`src/design/wit_pkg.sv`:
```
package wit_pkg;

	// Register byte offsets
	localparam logic [7:0] WIT_CTRL_OFS   = 8'h00;
	localparam logic [7:0] WIT_IRQ_OFS    = 8'h04;
	localparam logic [7:0] WIT_STAT_OFS   = 8'h08;

	// Control register field positions
	localparam int         WIT_CLR_LSB    = 4;
	localparam int         WIT_EN_BIT     = 3;
	localparam int         WIT_MODE_BIT   = 2;
	localparam int         WIT_INT_LSB    = 0;

	// Interrupt register field positions
	localparam int         WIT_FLAG_BIT   = 0;
	localparam int         WIT_IE_BIT     = 1;

	// Reset values
	localparam logic [3:0] WIT_CLR_RST    = 4'h0;
	localparam logic [1:0] WIT_INT_RST    = 2'h0;

	// Clear keys
	localparam logic [3:0] WIT_KEY_FIRST  = 4'ha;
	localparam logic [3:0] WIT_KEY_SECOND = 4'h5;

	// Counter width and interval lengths in low-speed periods
	localparam int          WIT_CNT_W     = 15;
	localparam logic [15:0] WIT_IVL_0     = 16'h0040;
	localparam logic [15:0] WIT_IVL_1     = 16'h0200;
	localparam logic [15:0] WIT_IVL_2     = 16'h2000;
	localparam logic [15:0] WIT_IVL_3     = 16'h8000;

	// Low-speed oscillator periods in ns, crystal and RC bounds
	localparam real         WIT_XTAL_NS   = 1.0e9 / 32768.0;
	localparam real         WIT_RC_MIN_NS = 1.0e9 / 36000.0;
	localparam real         WIT_RC_MAX_NS = 1.0e9 / 32000.0;

	typedef enum logic [2:0] {
		WIT_PM_ACTIVE,
		WIT_PM_IDLE,
		WIT_PM_LIGHT,
		WIT_PM_DEEP,
		WIT_PM_DEEPEST
	} wit_pmode_e;

endpackage

```
`src/design/wit_watchdog.sv`:
```
// Local design decisions: register access over APB and the placing of the registers.
`timescale 1ns/1ps
module wit_watchdog (
	input  wire logic              clk,
	input  wire logic              rst_n,
	input  wire logic              ls_clk,
	input  wire wit_pkg::wit_pmode_e power_mode,
	input  wire logic              psel,
	input  wire logic              penable,
	input  wire logic              pwrite,
	input  wire logic [31:0]       paddr,
	input  wire logic [31:0]       pwdata,
	output logic                   pready,
	output logic [31:0]            prdata,
	output logic                   pslverr,
	output logic                   sys_reset_req,
	output logic                   wdog_irq
);
	import wit_pkg::*;

	function automatic logic [1:0] reg_index(input logic [31:0] a);
		if (a == {24'h000000, WIT_CTRL_OFS}) begin
			return 2'h1;
		end else if (a == {24'h000000, WIT_IRQ_OFS}) begin
			return 2'h2;
		end else if (a == {24'h000000, WIT_STAT_OFS}) begin
			return 2'h3;
		end else begin
			return 2'h0;
		end
	endfunction

	logic                 pready_q;
	logic [31:0]          prdata_q;
	logic                 pslverr_q;
	logic                 ls_q;
	logic                 ls_prev_q;
	logic [3:0]           clr_q;
	logic                 en_q;
	logic                 mode_q;
	logic [1:0]           int_q;
	logic                 locked_q;
	logic                 armed_q;
	logic                 arm_lvl_q;
	logic                 clr_pend_q;
	logic                 start_pend_q;
	logic [WIT_CNT_W-1:0] cnt_q;
	logic                 expired_q;
	logic                 rst_req_q;
	logic                 flag_q;
	logic                 ie_q;
	logic                 irq_q;
	logic                 tick;
	logic                 wr_ctrl;
	logic                 wr_irq;
	logic                 first_acc;
	logic [15:0]          limit;
	logic                 hit;
	logic                 deep;
	logic                 awake;
	logic                 mode_new;
	logic                 key2_ok;
	logic                 tmr_hit;

	assign pready        = pready_q;
	assign prdata        = prdata_q;
	assign pslverr       = pslverr_q;
	assign sys_reset_req = rst_req_q;
	assign wdog_irq      = irq_q;

	// Bus strobes: writes land on the edge that completes the access
	assign first_acc = psel && penable && !pready_q;
	assign wr_ctrl   = psel && penable && pready_q && pwrite && (reg_index(paddr) == 2'h1);
	assign wr_irq    = psel && penable && pready_q && pwrite && (reg_index(paddr) == 2'h2);

	// Low-speed edge and power state
	assign tick     = ls_q && !ls_prev_q;
	assign deep     = (power_mode == WIT_PM_DEEP) || (power_mode == WIT_PM_DEEPEST);
	assign awake    = (power_mode == WIT_PM_ACTIVE) || (power_mode == WIT_PM_IDLE);
	assign mode_new = locked_q ? mode_q : pwdata[WIT_MODE_BIT];
	assign key2_ok  = armed_q && (arm_lvl_q == ls_q) &&
		(pwdata[WIT_CLR_LSB+3:WIT_CLR_LSB] == WIT_KEY_SECOND);

	// Interval limit
	always_comb begin
		case (int_q)
			2'h0: limit = WIT_IVL_0;
			2'h1: limit = WIT_IVL_1;
			2'h2: limit = WIT_IVL_2;
			default: limit = WIT_IVL_3;
		endcase
	end

	assign hit     = ({1'b0, cnt_q} + 16'h0001) == limit;
	assign tmr_hit = tick && en_q && mode_q && !deep && hit && !clr_pend_q && !start_pend_q;

	// APB slave, one wait state
	always_ff @(posedge clk) begin
		if (!rst_n) begin
			pready_q  <= 1'b0;
			prdata_q  <= 32'h00000000;
			pslverr_q <= 1'b0;
		end else begin
			pready_q  <= first_acc;
			pslverr_q <= first_acc && (reg_index(paddr) == 2'h0);
			if (first_acc && !pwrite) begin
				if (reg_index(paddr) == 2'h1) begin
					prdata_q <= {24'h000000, clr_q, en_q, mode_q, int_q};
				end else if (reg_index(paddr) == 2'h2) begin
					prdata_q <= {30'h00000000, ie_q, flag_q};
				end else if (reg_index(paddr) == 2'h3) begin
					prdata_q <= {29'h00000000, expired_q, locked_q, en_q};
				end else begin
					prdata_q <= 32'h00000000;
				end
			end
		end
	end

	// Low-speed clock sampling
	always_ff @(posedge clk) begin
		if (!rst_n) begin
			ls_q      <= 1'b0;
			ls_prev_q <= 1'b0;
		end else begin
			ls_q      <= ls_clk;
			ls_prev_q <= ls_q;
		end
	end

	// Control register
	always_ff @(posedge clk) begin
		if (!rst_n) begin
			clr_q    <= WIT_CLR_RST;
			en_q     <= 1'b0;
			mode_q   <= 1'b0;
			int_q    <= WIT_INT_RST;
			locked_q <= 1'b0;
		end else if (wr_ctrl) begin
			clr_q  <= pwdata[WIT_CLR_LSB+3:WIT_CLR_LSB];
			int_q  <= pwdata[WIT_INT_LSB+1:WIT_INT_LSB];
			mode_q <= mode_new;
			if (pwdata[WIT_EN_BIT]) begin
				en_q <= 1'b1;
				if (!mode_new) begin
					locked_q <= 1'b1;
				end
			end else if (!locked_q) begin
				en_q <= 1'b0;
			end
		end
	end

	// Clear key sequence and pending actions
	always_ff @(posedge clk) begin
		if (!rst_n) begin
			armed_q      <= 1'b0;
			arm_lvl_q    <= 1'b0;
			clr_pend_q   <= 1'b0;
			start_pend_q <= 1'b0;
		end else begin
			if (wr_ctrl && en_q && !mode_q) begin
				armed_q   <= (pwdata[WIT_CLR_LSB+3:WIT_CLR_LSB] == WIT_KEY_FIRST);
				arm_lvl_q <= ls_q;
			end else if (armed_q && (arm_lvl_q != ls_q)) begin
				armed_q <= 1'b0;
			end
			if (wr_ctrl && en_q && !mode_q && key2_ok) begin
				clr_pend_q <= 1'b1;
			end else if (wr_ctrl && en_q && mode_q && pwdata[WIT_CLR_LSB]) begin
				clr_pend_q <= 1'b1;
			end else if (tick || deep) begin
				clr_pend_q <= 1'b0;
			end
			if (wr_ctrl && !en_q && pwdata[WIT_EN_BIT]) begin
				start_pend_q <= 1'b1;
			end else if (tick || deep) begin
				start_pend_q <= 1'b0;
			end
		end
	end

	// Counter
	always_ff @(posedge clk) begin
		if (!rst_n) begin
			cnt_q <= '0;
		end else if (deep) begin
			cnt_q <= '0;
		end else if (tick) begin
			if (clr_pend_q || start_pend_q) begin
				cnt_q <= '0;
			end else if (en_q) begin
				if (!hit) begin
					cnt_q <= cnt_q + 15'h0001;
				end else if (mode_q) begin
					cnt_q <= '0;
				end
			end
		end
	end

	// Watchdog expiry and system reset
	always_ff @(posedge clk) begin
		if (!rst_n) begin
			expired_q <= 1'b0;
			rst_req_q <= 1'b0;
		end else begin
			if (deep || (tick && clr_pend_q)) begin
				expired_q <= 1'b0;
			end else if (tick && en_q && !mode_q && hit && !armed_q && !start_pend_q) begin
				expired_q <= 1'b1;
			end
			if (expired_q && awake && !mode_q) begin
				rst_req_q <= 1'b1;
			end
		end
	end

	// Interrupt flag and enable
	always_ff @(posedge clk) begin
		if (!rst_n) begin
			flag_q <= 1'b0;
			ie_q   <= 1'b0;
			irq_q  <= 1'b0;
		end else begin
			if (tmr_hit) begin
				flag_q <= 1'b1;
			end else if (wr_irq && pwdata[WIT_FLAG_BIT]) begin
				flag_q <= 1'b0;
			end
			if (wr_irq) begin
				ie_q <= pwdata[WIT_IE_BIT];
			end
			irq_q <= flag_q && ie_q && mode_q;
		end
	end
endmodule // wit_watchdog

```
`config.mk`:
```
export PLATFORM = sky130hd
export DESIGN_NAME = wit_watchdog
export DESIGN_NICKNAME = d
export VERILOG_FILES = /design/src/design/wit_pkg.sv /design/src/design/wit_watchdog.sv
export SDC_FILE = /design/constraint.sdc
export NUM_CORES = 1
export LEC_CHECK = 0
export ABC_AREA = 1
export BUFFER_PORTS_ARGS = -buffer_cell sky130_fd_sc_hd__buf_2
export CAP_MARGIN = 20
export CORE_MARGIN = 2
export CORE_UTILIZATION = 40
export CTS_CLUSTER_DIAMETER = 50
export DETAILED_ROUTE_END_ITERATION = 8
export HOLD_SLACK_MARGIN = 0.15
export PLACE_DENSITY = 0.72
export REMOVE_ABC_BUFFERS = 1
export SETUP_SLACK_MARGIN = 0.1
export SYNTH_ARGS = -nofsm -noshare
export SYNTH_HDL_FRONTEND = slang
export SYNTH_SLANG_ARGS = --single-unit
```
`constraint.sdc`:
```
create_clock -name clk -period 3.74 [get_ports clk]
set_clock_uncertainty 0.1 [all_clocks]
set_input_delay 0.374 -clock clk [delete_from_list [all_inputs] [get_ports clk]]
set_output_delay 0.374 -clock clk [all_outputs]
set_load 0.1 [all_outputs]
```
==> flow_summary.toml <==
[setup_path]
cpMaxStageDelayCell = "dfxtp_1"
cp_cell_sequence = "ha_1 -> nand2_1 -> nor2_1 -> nand3_1 -> xor2_1 -> nand2_1 -> nor2_2 -> nand4_4 -> nand2_4 -> nand2_4 -> nand2_1 -> nand2_1 -> nor2_1"
reg2reg_from = "cnt_q[0]$_SDFFE_PP0P_"
worstPathBufferInverterCount = 0
reg2reg_to = "cnt_q[14]$_SDFFE_PP0P_"
worst-r2r-setup-slack_ns = 1.19
cp_top_family = "simple AND/OR/NAND/NOR gates"
start_kind = "flip-flop"
r2r_cells = 13
crit_fanout = 16
worstSetupPathType = "flip-flop to flip-flop"
slowest_delay_ns = 0.40
end_kind = "flip-flop"
cp_common_cell = "nand2_1"
worstPathRequired_ns = 3.89
critPathArrivalTime_ns = 2.69

[layout]
area_growth_pct = 14.9
layout-drive-gt1-share_pct = 17.2
n_antenna_cell = 0
multi_input_area_um2 = 1610
layout_commonest_cell = "nand2_1"
fill_cells = 719
regArea_um2 = 901
nets = 584
final_cell_mix = "nand2_1 (111), nor2_1 (82), buf_2 (60), inv_1 (48), dfxtp_1 (45)"

[floorplan]
start_util_pct = 41.4
placementRows = 30
die_y_um = 88.0
ios = 109
die_w_um = 88.0
coreArea_um2 = 6830
die-area_um2 = 7750

[global_route]
busiest_layer = "met2"
grt_pass1_wl_um = 11300
antenna_found_initial = 0
grt.total_usage_pct = 17.8
grt_max_degree = 17
grt_pass1_vias = 2650
grt.met1_usage_pct = 22.8
grt_overflow_total = 0
met3_usage_pct = 3.77
grtUsageMet2_pct = 30.1

[timing]
worstMarginPinSlew_ns = 0.839
relSlewSlack_pct = 43.8
post-route-period-util_pct = 68.1
tns_ns = 0
finalCriticalPeriod_ns = 2.55
fmax_mhz = 393
rsz0062_at_grt = "no"
timing.final.hold_violations = 0
setup_violations = 0
drv_slew = 0

[detailed_routing]
routed_wl_um = 6480
drt_iter0_drc = 162
routedWlPerCell_um = 10.7
viasPerCell = 4.77
drcViolationCount = 0
dr.pass1.iters = 6
routed-via-count = 2893
ant_nets = 0

[placed_design]
dp_hpwl_um = 4990
io_buffer_count = 60
gp_congestion = 0.842

[clock_tree]
ctsHoldBuffers = 1
postCtsSetupBuffers = 0
cts_tree = "built"
post_cts_resize_count = 0
cts.clk_slew.worst_paths_ns = 0.09
cts.path.max_buffers = 2
cts_root_buf = "clkbuf_8"
clock_latency_ns = 0.30
h-tree-depth = 2
cts-buffers-inserted = 5
cts.sinks = 45

[yosys]
syn_inst = 450
ys_seq_area_share_pct = 31.9
yosysUniqueCellTypes = 31
mappedNetlistArea_um2 = 2830
avgSynthCellArea_um2 = 6.28
yosys_warnings = 0
ys_seq_elements = 45

[power_and_ir_drop]
power_mw = 1.07
power_density_nw_per_um2 = 331
p_leak_nw = 1.48
ir_drop_v = 0.000243

[job]
cap_violations = 0

[outcome]
status = "complete, no violations"

[hold_path]
min_to = "clr_q[3]$_SDFFE_PN0N_"
hold_class = "primary input to flip-flop"
worstHoldPathCells = 3
hp-start = "pwdata[7]"
-- area by class of cell --
cell class	instances	share of cell area [%]
repair buffers	62	9.79
flip-flops and latches	45	27.8
inverters	48	5.55
multi-input cells	348	49.5
clock inverters	3	1.54
well taps	96	3.70
clock buffers	5	2.12
-- report_power, final --
part / internal [mW] / leakage (nW) / total (mW) / switching (mW)
registers: 0.484 / 0.364 / 0.486 / 0.00231
logic: 0.0317 / 1.06 / 0.200 / 0.168
clock network: 0.205 / 0.0603 / 0.388 / 0.183
total: 0.720 / 1.48 / 1.07 / 0.353
-- synthesized netlist by cell type, drive strengths merged --
cell / number / area, µm²
a211oi: 1 / 7.51
a21boi: 1 / 7.51
a21oi: 29 / 145
buf: 27 / 204
clkbuf: 5 / 18.8
conb: 1 / 3.75
dfxtp: 45 / 901
ha: 1 / 12.5
inv: 48 / 180
nand2: 118 / 470
nand3: 32 / 170
nand3b: 4 / 30.0
nand4: 12 / 90.1
nor2: 91 / 384
nor3: 7 / 35.0
nor4: 1 / 6.26
o211ai: 1 / 7.51
o21ai: 20 / 100
o21bai: 1 / 7.51
o221ai: 2 / 17.5
o41ai: 1 / 8.76
xnor2: 1 / 8.76
xor2: 1 / 8.76
-- how the worst max path moves through the flow --
stage / startpoint / endpoint / cells past startpoint
floorplan: pready$_SDFF_PN0_ / armed_q$_SDFFE_PN0P_ / 7
global placement: cnt_q[0]$_SDFFE_PP0P_ / cnt_q[13]$_SDFFE_PP0P_ / 12
detailed placement: cnt_q[0]$_SDFFE_PP0P_ / cnt_q[14]$_SDFFE_PP0P_ / 12
CTS: cnt_q[0]$_SDFFE_PP0P_ / cnt_q[14]$_SDFFE_PP0P_ / 13
global route: cnt_q[0]$_SDFFE_PP0P_ / cnt_q[7]$_SDFFE_PP0P_ / 13
finish: cnt_q[0]$_SDFFE_PP0P_ / cnt_q[14]$_SDFFE_PP0P_ / 13
-- sequential cells by signal, indices dropped and copies added, names as in the netlist, 2 cells and up --
name    cells
cnt_q      15
prdata      8
clr_q       4
int_q       2
-- metal layers --
layer | routed length (µm) | up-vias
met5 | 0 | -
met4 | 81 | 0
met3 | 305 | 9
met2 | 3060 | 76
met1 | 3030 | 1300
li1 | - | 1508
-- worst reg2reg max path: cells and delay by family, from the launching register on --
kind / cells / cell delay, ns
XOR/XNOR: 1 / 0.26
adder cells (fa/ha/maj): 1 / 0.24
flip-flops: 1 / 0.40
AND/OR/NAND/NOR: 11 / 1.48
-- kinds of logic after synthesis --
family | synth area share [%]
other cells | 0.133
simple gates | 42.0
compound gates | 10.7
xor+xnor | 0.620
fa+ha+maj | 0.443
buf+inv | 14.3
flops | 31.9
-- metrics by stage --
| stage | std cells | utilization (%) | worst slack, ns | cell area, µm² | hold slack (ns) |
|---|---|---|---|---|---|
| global route | 607 | 47.5 | 0.975 | 3250 | 0.231 |
| floorplan | 441 | - | 1.61 | 2690 | 0.331 |
| CTS | 607 | 47.5 | 1.21 | 3250 | 0.219 |
| global placement | 598 | 45.6 | 1.30 | 3120 | 0.355 |
| detailed placement | 598 | 45.6 | 1.24 | 3120 | 0.357 |
| finish | 607 | 47.5 | 1.19 | 3250 | 0.229 |
Note: power is estimated with default switching activity, not from simulation.
